File: src/irq_group_pkg.sv
// constants for the vectored interrupt group control block
package irq_group_pkg;
    localparam int unsigned NUM_GROUPS = 19;
    localparam int unsigned SRC_BITS = 31;
    localparam int unsigned ADDR_W = 12;
    localparam int unsigned VEC_W = 18;
    // register byte addresses
    localparam logic [11:0] CONTROL_OFS = 12'h500;
    localparam logic [11:0] PENDING_OFS = 12'h504;
    localparam logic [11:0] ENABLE_SET_OFS = 12'h508;
    localparam logic [11:0] ENABLE_CLEAR_OFS = 12'h50c;
    localparam logic [11:0] ACTIVE_OFS = 12'h510;
    localparam logic [11:0] IRQ_STATUS_OFS = 12'h514;
    localparam logic [11:0] IRQ_MASK_OFS = 12'h518;
    // control register fields
    localparam int unsigned SOFT_RESET_BIT = 0;
    localparam int unsigned SPACING_BIT = 8;
    // vector spacing in bytes, as shift amounts
    localparam int unsigned SPACING_SMALL_SHIFT = 3;
    localparam int unsigned SPACING_LARGE_SHIFT = 9;
    // reset values
    localparam logic [NUM_GROUPS-1:0] ENABLE_RESET = 19'h00000;
    localparam logic [31:0] CONTROL_RESET = 32'h00000000;
endpackage

File: src/irq_group_ctrl.sv
// group aggregation, enables and vectors of a jump-table interrupt controller
`timescale 1ns/1ps
// ---------------------------------------------------------------------
// ---------------------------------------------------------------------
module irq_group_ctrl (
    // clock and reset
    input wire logic clk,
    input wire logic rst_n,
    input wire logic clk_en,
    // register port
    input wire logic [11:0] addr,
    input wire logic [31:0] wdata,
    input wire logic wr,
    input wire logic rd,
    output logic [31:0] rdata,
    // per-group sources, their enables and aggregator control words
    input wire logic [18:0][30:0] src_status,
    input wire logic [18:0][30:0] src_enable,
    input wire logic [18:0][17:0] aggr_ctrl,
    // toward the processor core
    output logic [18:0] group_vector_req,
    output logic [18:0][17:0] group_vector_addr,
    output logic irq
);
    typedef struct packed {
        logic soft_reset;
        logic spacing;
        logic [18:0] enable;
        logic [18:0] pending;
        logic [18:0] active;
        logic [18:0][17:0] vec;
        logic [31:0] rdata;
        logic [18:0] stat;
        logic [18:0] mask;
        logic irq;
    } state_t;

    state_t s_r;
    state_t s_nxt;
    logic [18:0] pend_c;
    logic [18:0] act_c;
    logic [18:0][17:0] vec_c;
    logic [18:0] rise_c;

    // -----------------------------------------------------------------
    // group aggregation
    // -----------------------------------------------------------------
    always_comb begin
        logic [30:0] res;
        logic [4:0] pos;
        res = '0;
        pos = '0;
        for (int g = 0; g < 19; g++) begin
            res = src_status[g] & src_enable[g];
            pend_c[g] = |src_status[g];
            act_c[g] = s_r.enable[g] & (|res);
            pos = '0;
            for (int b = 30; b >= 0; b--) begin
                if (res[b]) begin
                    pos = 5'(b);
                end
            end
            vec_c[g] = {aggr_ctrl[g][17:1], 1'b0};
            if (aggr_ctrl[g][0]) begin
                if (s_r.spacing) begin
                    vec_c[g] = 18'(vec_c[g] +
                        (18'(pos) << irq_group_pkg::SPACING_LARGE_SHIFT));
                end else begin
                    vec_c[g] = 18'(vec_c[g] +
                        (18'(pos) << irq_group_pkg::SPACING_SMALL_SHIFT));
                end
            end
        end
    end

    assign rise_c = act_c & ~s_r.active;

    // -----------------------------------------------------------------
    // next state
    // -----------------------------------------------------------------
    always_comb begin
        s_nxt = s_r;
        s_nxt.rdata = '0;
        s_nxt.pending = pend_c;
        s_nxt.active = act_c;
        s_nxt.vec = vec_c;
        // set wins over a same-cycle write-one clear
        s_nxt.stat = s_r.stat & ~((wr && addr == irq_group_pkg::IRQ_STATUS_OFS)
            ? wdata[18:0] : 19'h00000);
        s_nxt.stat = s_nxt.stat | rise_c;
        if (wr) begin
            unique case (addr)
                irq_group_pkg::CONTROL_OFS: begin
                    s_nxt.soft_reset = wdata[irq_group_pkg::SOFT_RESET_BIT];
                    s_nxt.spacing = wdata[irq_group_pkg::SPACING_BIT];
                end
                irq_group_pkg::ENABLE_SET_OFS:
                    s_nxt.enable = s_r.enable | wdata[18:0];
                irq_group_pkg::ENABLE_CLEAR_OFS:
                    s_nxt.enable = s_r.enable & ~wdata[18:0];
                irq_group_pkg::IRQ_MASK_OFS:
                    s_nxt.mask = wdata[18:0];
                default: ;
            endcase
        end
        if (rd) begin
            unique case (addr)
                irq_group_pkg::CONTROL_OFS:
                    s_nxt.rdata = {23'h000000, s_r.spacing, 7'h00,
                        s_r.soft_reset};
                irq_group_pkg::PENDING_OFS:
                    s_nxt.rdata = {13'h0000, s_r.pending};
                irq_group_pkg::ENABLE_SET_OFS,
                irq_group_pkg::ENABLE_CLEAR_OFS:
                    s_nxt.rdata = {13'h0000, s_r.enable};
                irq_group_pkg::ACTIVE_OFS:
                    s_nxt.rdata = {13'h0000, s_r.active};
                irq_group_pkg::IRQ_STATUS_OFS:
                    s_nxt.rdata = {13'h0000, s_r.stat};
                irq_group_pkg::IRQ_MASK_OFS:
                    s_nxt.rdata = {13'h0000, s_r.mask};
                default: s_nxt.rdata = '0;
            endcase
        end
        s_nxt.irq = |(s_nxt.stat & s_nxt.mask);
        // soft reset clears everything but itself; sources live outside
        if (s_nxt.soft_reset) begin
            s_nxt = '0;
            s_nxt.soft_reset = 1'b1;
            s_nxt.rdata = (rd && addr == irq_group_pkg::CONTROL_OFS)
                ? 32'h00000001 : 32'h00000000;
        end
    end

    always_ff @(posedge clk or negedge rst_n) begin
        if (!rst_n) begin
            s_r <= '0;
        end else if (clk_en) begin
            s_r <= s_nxt;
        end
    end

    assign rdata = s_r.rdata;
    assign group_vector_req = s_r.active;
    assign group_vector_addr = s_r.vec;
    assign irq = s_r.irq;

    // -----------------------------------------------------------------
    // checks
    // -----------------------------------------------------------------
    a_disabled_inactive: assert property (
        @(posedge clk) disable iff (!rst_n)
        (clk_en && !s_r.enable[0]) |=> !group_vector_req[0])
        else $error("disabled group presented a vector");

    a_set_enables: assert property (
        @(posedge clk) disable iff (!rst_n)
        (clk_en && wr && addr == 12'h508 && wdata[3] && !s_nxt.soft_reset)
        |=> s_r.enable[3])
        else $error("enable set write ignored");

    a_clear_disables: assert property (
        @(posedge clk) disable iff (!rst_n)
        (clk_en && wr && addr == 12'h50c && wdata[3]) |=> !s_r.enable[3])
        else $error("enable clear write ignored");

    a_write_zero_keeps: assert property (
        @(posedge clk) disable iff (!rst_n)
        (clk_en && wr && addr == 12'h508 && !wdata[0] && !s_nxt.soft_reset)
        |=> s_r.enable[0] == $past(s_r.enable[0]))
        else $error("enable set zero changed enable");

    a_clear_zero_keeps: assert property (
        @(posedge clk) disable iff (!rst_n)
        (clk_en && wr && addr == 12'h50c && !wdata[0] && !s_nxt.soft_reset)
        |=> s_r.enable[0] == $past(s_r.enable[0]))
        else $error("enable clear zero changed enable");

    a_pending_or: assert property (
        @(posedge clk) disable iff (!rst_n)
        (clk_en && !s_nxt.soft_reset)
        |=> s_r.pending[5] == $past(|src_status[5]))
        else $error("pending not or of sources");

    a_pending_high: assert property (
        @(posedge clk) disable iff (!rst_n)
        (clk_en && !s_nxt.soft_reset)
        |=> s_r.pending[18] == $past(|src_status[18]))
        else $error("top group pending not or of sources");

    a_soft_reset_hold: assert property (
        @(posedge clk) disable iff (!rst_n)
        (clk_en && s_nxt.soft_reset) |=> (s_r.enable == 19'h0 && !irq))
        else $error("soft reset did not clear state");

    a_soft_reset_quiet: assert property (
        @(posedge clk) disable iff (!rst_n)
        (clk_en && s_nxt.soft_reset)
        |=> (group_vector_req == 19'h0 && rdata[31:1] == 31'h0))
        else $error("soft reset left outputs up");

    a_active_result: assert property (
        @(posedge clk) disable iff (!rst_n)
        (clk_en && !s_nxt.soft_reset && s_r.enable[1]
            && |(src_status[1] & src_enable[1])) |=> group_vector_req[1])
        else $error("enabled result not presented");

    a_active_off: assert property (
        @(posedge clk) disable iff (!rst_n)
        (clk_en && (src_status[0] & src_enable[0]) == 31'h0)
        |=> !group_vector_req[0])
        else $error("vector without enabled result");

    a_vector_base: assert property (
        @(posedge clk) disable iff (!rst_n)
        (clk_en && !s_nxt.soft_reset && !aggr_ctrl[2][0])
        |=> group_vector_addr[2] == {$past(aggr_ctrl[2][17:1]), 1'b0})
        else $error("aggregated vector not base");

    a_spacing_large: assert property (
        @(posedge clk) disable iff (!rst_n)
        (clk_en && !s_nxt.soft_reset && s_r.spacing && aggr_ctrl[4][0]
            && aggr_ctrl[4][17:1] == 17'h0 && src_status[4][1:0] == 2'b10
            && src_enable[4][1])
        |=> group_vector_addr[4] == 18'h00200)
        else $error("spacing of 512 not applied");

    // group 0 with source 5 the lowest one set: position 5 times the spacing
    a_spacing_small: assert property (
        @(posedge clk) disable iff (!rst_n)
        (clk_en && !s_nxt.soft_reset && !s_r.spacing && aggr_ctrl[0][0]
            && src_status[0][5:0] == 6'h20 && src_enable[0][5])
        |=> group_vector_addr[0] ==
            18'({$past(aggr_ctrl[0][17:1]), 1'b0} + 18'h00028))
        else $error("spacing of 8 not applied");

    a_spacing_wide: assert property (
        @(posedge clk) disable iff (!rst_n)
        (clk_en && !s_nxt.soft_reset && s_r.spacing && aggr_ctrl[0][0]
            && src_status[0][5:0] == 6'h20 && src_enable[0][5])
        |=> group_vector_addr[0] ==
            18'({$past(aggr_ctrl[0][17:1]), 1'b0} + 18'h00a00))
        else $error("wide spacing vector wrong");

    a_freeze_hold: assert property (
        @(posedge clk) disable iff (!rst_n)
        !clk_en |=> s_r == $past(s_r))
        else $error("state moved while clock enable low");

    a_stat_set_wins: assert property (
        @(posedge clk) disable iff (!rst_n)
        (clk_en && !s_nxt.soft_reset && rise_c[0]) |=> s_r.stat[0])
        else $error("active rise not recorded");

    a_stat_clear: assert property (
        @(posedge clk) disable iff (!rst_n)
        (clk_en && !s_nxt.soft_reset && wr && addr == 12'h514 && wdata[0]
            && !rise_c[0]) |=> !s_r.stat[0])
        else $error("status write one did not clear");

    a_irq_level: assert property (
        @(posedge clk) disable iff (!rst_n)
        irq == |(s_r.stat & s_r.mask))
        else $error("irq differs from masked status");

    // -----------------------------------------------------------------
    // register reads
    // -----------------------------------------------------------------
    a_read_enable: assert property (
        @(posedge clk) disable iff (!rst_n)
        (clk_en && rd && addr == 12'h50c && !s_nxt.soft_reset)
        |=> rdata[18:0] == $past(s_r.enable))
        else $error("enable clear read wrong");

    a_read_set_reg: assert property (
        @(posedge clk) disable iff (!rst_n)
        (clk_en && rd && addr == 12'h508 && !s_nxt.soft_reset)
        |=> rdata[18:0] == $past(s_r.enable))
        else $error("enable set read wrong");

    a_read_pending: assert property (
        @(posedge clk) disable iff (!rst_n)
        (clk_en && rd && addr == 12'h504 && !s_nxt.soft_reset)
        |=> rdata[18:0] == $past(s_r.pending))
        else $error("pending read wrong");

    a_read_active: assert property (
        @(posedge clk) disable iff (!rst_n)
        (clk_en && rd && addr == 12'h510 && !s_nxt.soft_reset)
        |=> rdata[18:0] == $past(s_r.active))
        else $error("active read wrong");

    a_read_control: assert property (
        @(posedge clk) disable iff (!rst_n)
        (clk_en && rd && addr == 12'h500 && !s_nxt.soft_reset)
        |=> rdata == {23'h0, $past(s_r.spacing), 7'h0, $past(s_r.soft_reset)})
        else $error("control read wrong");

    a_unmapped_read: assert property (
        @(posedge clk) disable iff (!rst_n)
        (clk_en && rd && addr == 12'h600) |=> rdata == 32'h00000000)
        else $error("unmapped read not zero");

    a_idle_rdata: assert property (
        @(posedge clk) disable iff (!rst_n)
        (clk_en && !rd) |=> rdata == 32'h00000000)
        else $error("read data outside read cycle");

    a_reserved_zero: assert property (
        @(posedge clk) disable iff (!rst_n)
        rd |=> rdata[31:19] == 13'h0000)
        else $error("reserved bits not zero");
endmodule

File: config.mk
export PLATFORM = sky130hd
export DESIGN_NAME = irq_group_ctrl
export DESIGN_NICKNAME = d
export VERILOG_FILES = /design/src/irq_group_pkg.sv /design/src/irq_group_ctrl.sv
export SDC_FILE = /design/constraint.sdc
export NUM_CORES = 2
export LEC_CHECK = 0
export BUFFER_PORTS_ARGS = -buffer_cell sky130_fd_sc_hd__buf_2
export CORE_AREA = 2 2 766 768
export CTS_BUF_LIST = sky130_fd_sc_hd__clkbuf_2
export DETAILED_ROUTE_END_ITERATION = 8
export DIE_AREA = 0 0 768 770
export PLACE_DENSITY = 0.3
export SETUP_SLACK_MARGIN = 0.02
export SYNTH_ARGS = -nofsm -noshare
export SYNTH_HDL_FRONTEND = slang
export SYNTH_SLANG_ARGS = --single-unit
File: constraint.sdc
create_clock -name clk -period 2.1 [get_ports clk]
set_input_delay 0.525 -clock clk [delete_from_list [all_inputs] [get_ports clk]]
set_output_delay 0.525 -clock clk [all_outputs]
set_load 0.02 [all_outputs]
Word level (Yosys, flattened, before mapping)
Cells that the tools add are included.
- flip-flop bits (word level): 472
- bits in latches: 0
- memory bits (writable): 0
- ROM bits: 0
- output and inout port bits: 394
- word-level logic and storage cells: 804
- memories: 0
- add/subtract/negate cells: 38
- multiply operators: 0
- div/mod/pow operators: 0
- $lt $le $gt $ge: 0
- equal/unequal tests: 7
- shifts and indexed selects: 0
- multiplexer cells: 637
- bitwise operators: 47
- reduce and logical (&&, ||, !) cells: 47
- operator list (kind ; count):
    $mux W5 ; 589
    $reduce_or A31 Y1 ; 38
    $mux W18 ; 38
    $and A31 B31 Y31 ; 19
    $mux W472 ; 1
    $add A18 B14 Y18 ; 19
    $add A18 B8 Y18 ; 19
    $pmux W19 S6 ; 1
    $eq A12 B11 Y1 const B ; 7
    $and A19 B19 Y19 ; 4
    $mux W19 ; 4
    $not A19 Y19 ; 3
    $or A19 B19 Y19 ; 2
    $pmux W19 S2 ; 1
    $mux W21 ; 1
    $and A1 B1 Y1 ; 19
    $reduce_or A19 Y1 ; 1
    $reduce_and A3 Y1 ; 2
    $reduce_bool A2 Y1 ; 2
    $reduce_bool A3 Y1 ; 1
    $logic_and A1 B1 Y1 ; 2
    $mux W2 ; 1
    $reduce_or A2 Y1 ; 1
    $mux W1 ; 1

Logic depth before layout (Yosys ltp)
- depth in word-level cells: 36
- mapped depth: 20

Worst setup path after synthesis
No wires, ideal clock.
- kind: in2reg
- start: input port src_enable[462] (netlist name)
- end: register s_r, in the netlist group_vector_addr[267]
- library setup time: 121 ps
- data arrival time: 4061 ps
- slack: -2082 ps
- cell stages on the path: 19
- cell sequence: nand2_1 > a32o_1 > a22o_1 > a22o_1 > a22o_1 > a22o_1 > a22o_1 > a221o_1 > a221oi_1 > o22ai_1 > ha_1 > ha_1 > a21o_1 > a31o_1 > a211oi_1 > nor2_1 > a21boi_1 > xnor2_1 > a22o_1
- cells in the longest elaborated chain, start to end: 34
- ends and longest elaborated chain (element ; line ; source):
    start, declared ; irq_group_ctrl.sv:18 ; input wire logic [18:0][30:0] src_enable,
    $and A31 B31 Y31 * ; irq_group_ctrl.sv:54 ; res = src_status[g] & src_enable[g];
    $mux W5 * (29 in a row) ; irq_group_ctrl.sv:59 ; if (res[b]) begin
    $add A18 B8 Y18 / $add A18 B14 Y18 (equally long branches) ; irq_group_ctrl.sv:69, irq_group_ctrl.sv:66 ;
    $mux W18 * ; irq_group_ctrl.sv:65 ; if (s_r.spacing) begin
    $mux W18 * ; irq_group_ctrl.sv:64 ; if (aggr_ctrl[g][0]) begin
    $mux W472 * ; irq_group_ctrl.sv:127 ; if (s_nxt.soft_reset) begin
    end signal, assigned ; irq_group_ctrl.sv:139 ; s_r <= s_nxt;
    end, declared ; irq_group_ctrl.sv:38 ; state_t s_r;
Mark *: on every way between the ends. The rest lies on a longest branch, timed or not.
A chain may end at the register's enable or synchronous reset.

Worst setup path in the final report
- start: input port src_status[525] (netlist name)
- end: register s_r, in the netlist irq
- cells in the longest elaborated chain, start to end: 8
- ends and longest elaborated chain (element ; line ; source):
    start, declared ; irq_group_ctrl.sv:17 ; input wire logic [18:0][30:0] src_status,
    $and A31 B31 Y31 ; irq_group_ctrl.sv:54 ;
    $reduce_or A31 Y1 ; irq_group_ctrl.sv:56 ; act_c[g] = s_r.enable[g] & (|res);
    $and A1 B1 Y1 ; irq_group_ctrl.sv:56 ;
    $and A19 B19 Y19 ; irq_group_ctrl.sv:76 ; assign rise_c = act_c & ~s_r.active;
    $or A19 B19 Y19 ; irq_group_ctrl.sv:90 ; s_nxt.stat = s_nxt.stat | rise_c;
    $and A19 B19 Y19 ; irq_group_ctrl.sv:125 ; s_nxt.irq = |(s_nxt.stat & s_nxt.mask);
    $reduce_or A19 Y1 ; irq_group_ctrl.sv:125 ;
    $mux W472 ; irq_group_ctrl.sv:127 ;
No other way between the ends.

==> results.yml <==
grt:
  grt_max_degree: 56
  grt_pass1_vias: 72600
  grt_first_pass_wirelength_um: 672000
  grt_overflow: 0
  antenna_found_initial: 617
  grt_usage_pct: 16.8
worst_hold_path:
  hold_class: "input port to flop"
  holdPathStages: 9
  min_from: "src_status[442]"
  min_to: "group_vector_addr[258]"
synth:
  synth_seq_cells: 440
  synth_cell_types: 100
  yosys-top-cells-area: "dfrtp_1 25%, a22o_1 6.8%, buf_4 6.6%"
  ys_warn_count: 0
  yosysTopAreaCell: "dfrtp_1"
  synth_edf_count: 0
  yosys-top-cells-count: "658 x nand2_1, 440 x dfrtp_1, 393 x buf_4"
  synthFlopType: "dfrtp_1"
  syn_area_sq_um: 44400
  synth_top_cell_area_share_pct: 24.8
  synthArstFlopShare_pct: 100
  synthCells: 5473
  yosysSeqAreaShare_pct: 24.8
  yosysMostFrequentCell: "nand2_1"
  syn_avg_cell_area_sq_um: 8.11
worst_setup_path:
  startpoint_type: "input port"
  reg2reg_slack_ns: -0.90
  critical_path_arrival_ns: 4.57
  timing.rr.end: "irq"
  path_max_fanout: 3
  crit_start: "src_status[525]"
  crit_type: "input port to flop"
  r2r-start: "s_r[467]"
  reg2reg_depth: 12
  end_kind: "flop"
  worstPathRequired_ns: 3.47
timing:
  finalSetupViolCount: 801
  setup_slack_ns: -1.10
  finalCritPeriodShare_pct: 152
  fin_skew_ns: 0.259
  relSlewSlack_pct: 46.9
  drv_slew: 0
  finalSetupTns_ns: -432.47
  whs_ns: -0.0110
  worst_pin_slew_ns: 0.795
  fmax_ghz: 0.313
  hold_viol: 1
  fin_crit_ns: 3.20
  rsz0062_at_grt: "yes"
die:
  ios: 1963
  rows: 281
  die_w_um: 768
  start_util_pct: 7.60
  fp.dieArea_sq_um: 591000
  die_h_um: 770
  fp.coreArea_sq_um: 584000
power_and_ir_drop:
  p_leak_nw: 48.4
  p_per_area_nw_per_um2: 394
  ir_worst_vdd_v: 0.000345
  total_power_w: 0.0429
clocking:
  cts_buffers: 166
  clk_pin_slew_ns: 0.08
  clock_latency_ns: 1.74
  cts.sinks: 440
  htreeDepth: 4
  cts_tree: "done"
  cts.path.max_buffers: 4
  cts-root-buf: "clkbuf_2"
route:
  initialDrtViolationCount: 4426
  wl_per_cell_um: 27.1
  vias_per_cell: 3.73
  via_count: 72500
  route.detailed.drc: 0
  routed_wl_um: 527000
  firstDrtPassIters: 6
  ant_nets: 0
placement:
  portBuffers: 1917
  dp_hpwl_um: 452000
  place_ws_ns: -2.37
  gp_congestion: 1.05
cells_and_area:
  finalNetCount: 13000
  multiInputGateArea_sq_um: 35000
  area_growth_pct: 145
  drive_gt1_share_pct: 50.0
  post-route-util_pct: 18.6
  regArea_sq_um: 11100
  n_fill_cell: 66200
outcome:
  outcome: "finished with violations"
  violations: "negative hold slack, negative setup slack"
run:
  max-cap-violations: 0
stage by stage:
step	cells	area (sq um)
6_report	19400	109000
5_1_grt	19200	108000
4_1_cts	18900	104000
3_5_place_dp	16700	78900
3_3_place_gp	16700	78900
2_1_floorplan	5504	47000
state kept, by name, indices dropped and copies added (netlist names):
register and flops:
rdata 19, s_r 78, group_vector_addr 323, irq 1, group_vector_req 19
report_power, final:
part	switching (W)	leakage, nW	internal [W]	total [W]
clock	0.00569	1.02	0.00290	0.00859
combinational	0.0115	41.5	0.0126	0.0241
sequential	0.000849	5.91	0.00930	0.0102
total	0.0180	48.4	0.0248	0.0429
worst max path at each step:
| stage | endpoint | slack (ns) | cells after the start |
|---|---|---|---|
| 2_1_floorplan | group_vector_addr[267] | -1.67 | 18 |
| 3_3_place_gp | group_vector_addr[51] | -2.35 | 22 |
| 3_5_place_dp | group_vector_addr[51] | -2.37 | 22 |
| 4_1_cts | group_vector_req[4] | -1.49 | 2 |
| 5_1_grt | group_vector_req[4] | -1.33 | 2 |
| 6_report | irq | -1.10 | 18 |
layout by cell type (no fill, tap or decap), drive strengths merged, types with 51 or more instances in the layout:
master	instances
buf	4450
dlygate4sd3	1628
nand2	658
dfrtp	440
a22o	346
a21oi	334
diode	315
nor2	283
o21ai	241
clkbuf	223
a22oi	213
ha	190
nand3	175
o2bb2ai	160
nor4	148
xnor2	130
nand4	115
mux2i	102
xor2	97
nor3	88
inv	81
a21o	74
a31oi	71
and2	68
o211ai	66
o221ai	61
nor2b	60
clkinv	51
critical path, stage by stage:
cell and delay [ns]:
buf_2 0.11, buf_4 0.12, dlygate4sd3_1 0.56, a22oi_1 0.27, nor2b_1 0.22, nand3_1 0.26
o41ai_2 0.42, buf_4 0.19, buf_4 0.11, dlygate4sd3_1 0.61, nor2_1 0.07, a21oi_1 0.16
buf_6 0.19, o22ai_4 0.11, nor4_2 0.17, buf_4 0.20, nand3_2 0.07, a22o_1 0.18
repair_timing:
action,4_1_cts,5_1_grt
hold endpoints to repair,880,146
resized for setup,1075,699
setup endpoints to repair,665,801
pin swaps,118,315
hold buffers,1694,111
gates cloned,7,7
setup buffers,290,198
cell type report:
class,instances,area share (%)
antenna,315,0.725
clock buffer,212,0.976
clock inverter,58,0.251
inverter,76,0.296
multi-input combinational,4400,32.2
sequential,440,10.2
tap,7782,8.95
timing repair buffer,6131,46.5
layer usage:
layer / share of wire, % / GRT usage (%) / vias to the layer above
met2: 42 / 25.7 / 3164
met4: 4.3 / 5.83 / 368
li1: - / - / 33000
met1: 41 / 20.3 / 34700
met3: 11 / 8.28 / 1197
met5: 0.53 / 0.211 / -
cell families (layout without fill, tap and decap cells):
family | after synthesis | in the layout | share of synthesized area [%]
adders and majority gates | 195 | 195 | 5.47
buffers and inverters | 664 | 6477 | 9.00
DFF | 440 | 440 | 24.8
xor gates and xnor gates | 227 | 227 | 4.48
and+or+nand+nor | 1781 | 1781 | 19.4
other | 1 | 347 | 0.00845
AOI/OAI and AO/OA | 2038 | 2038 | 33.9
muxes | 127 | 127 | 2.94
No activity file was read; power rests on OpenSTA's default activity.
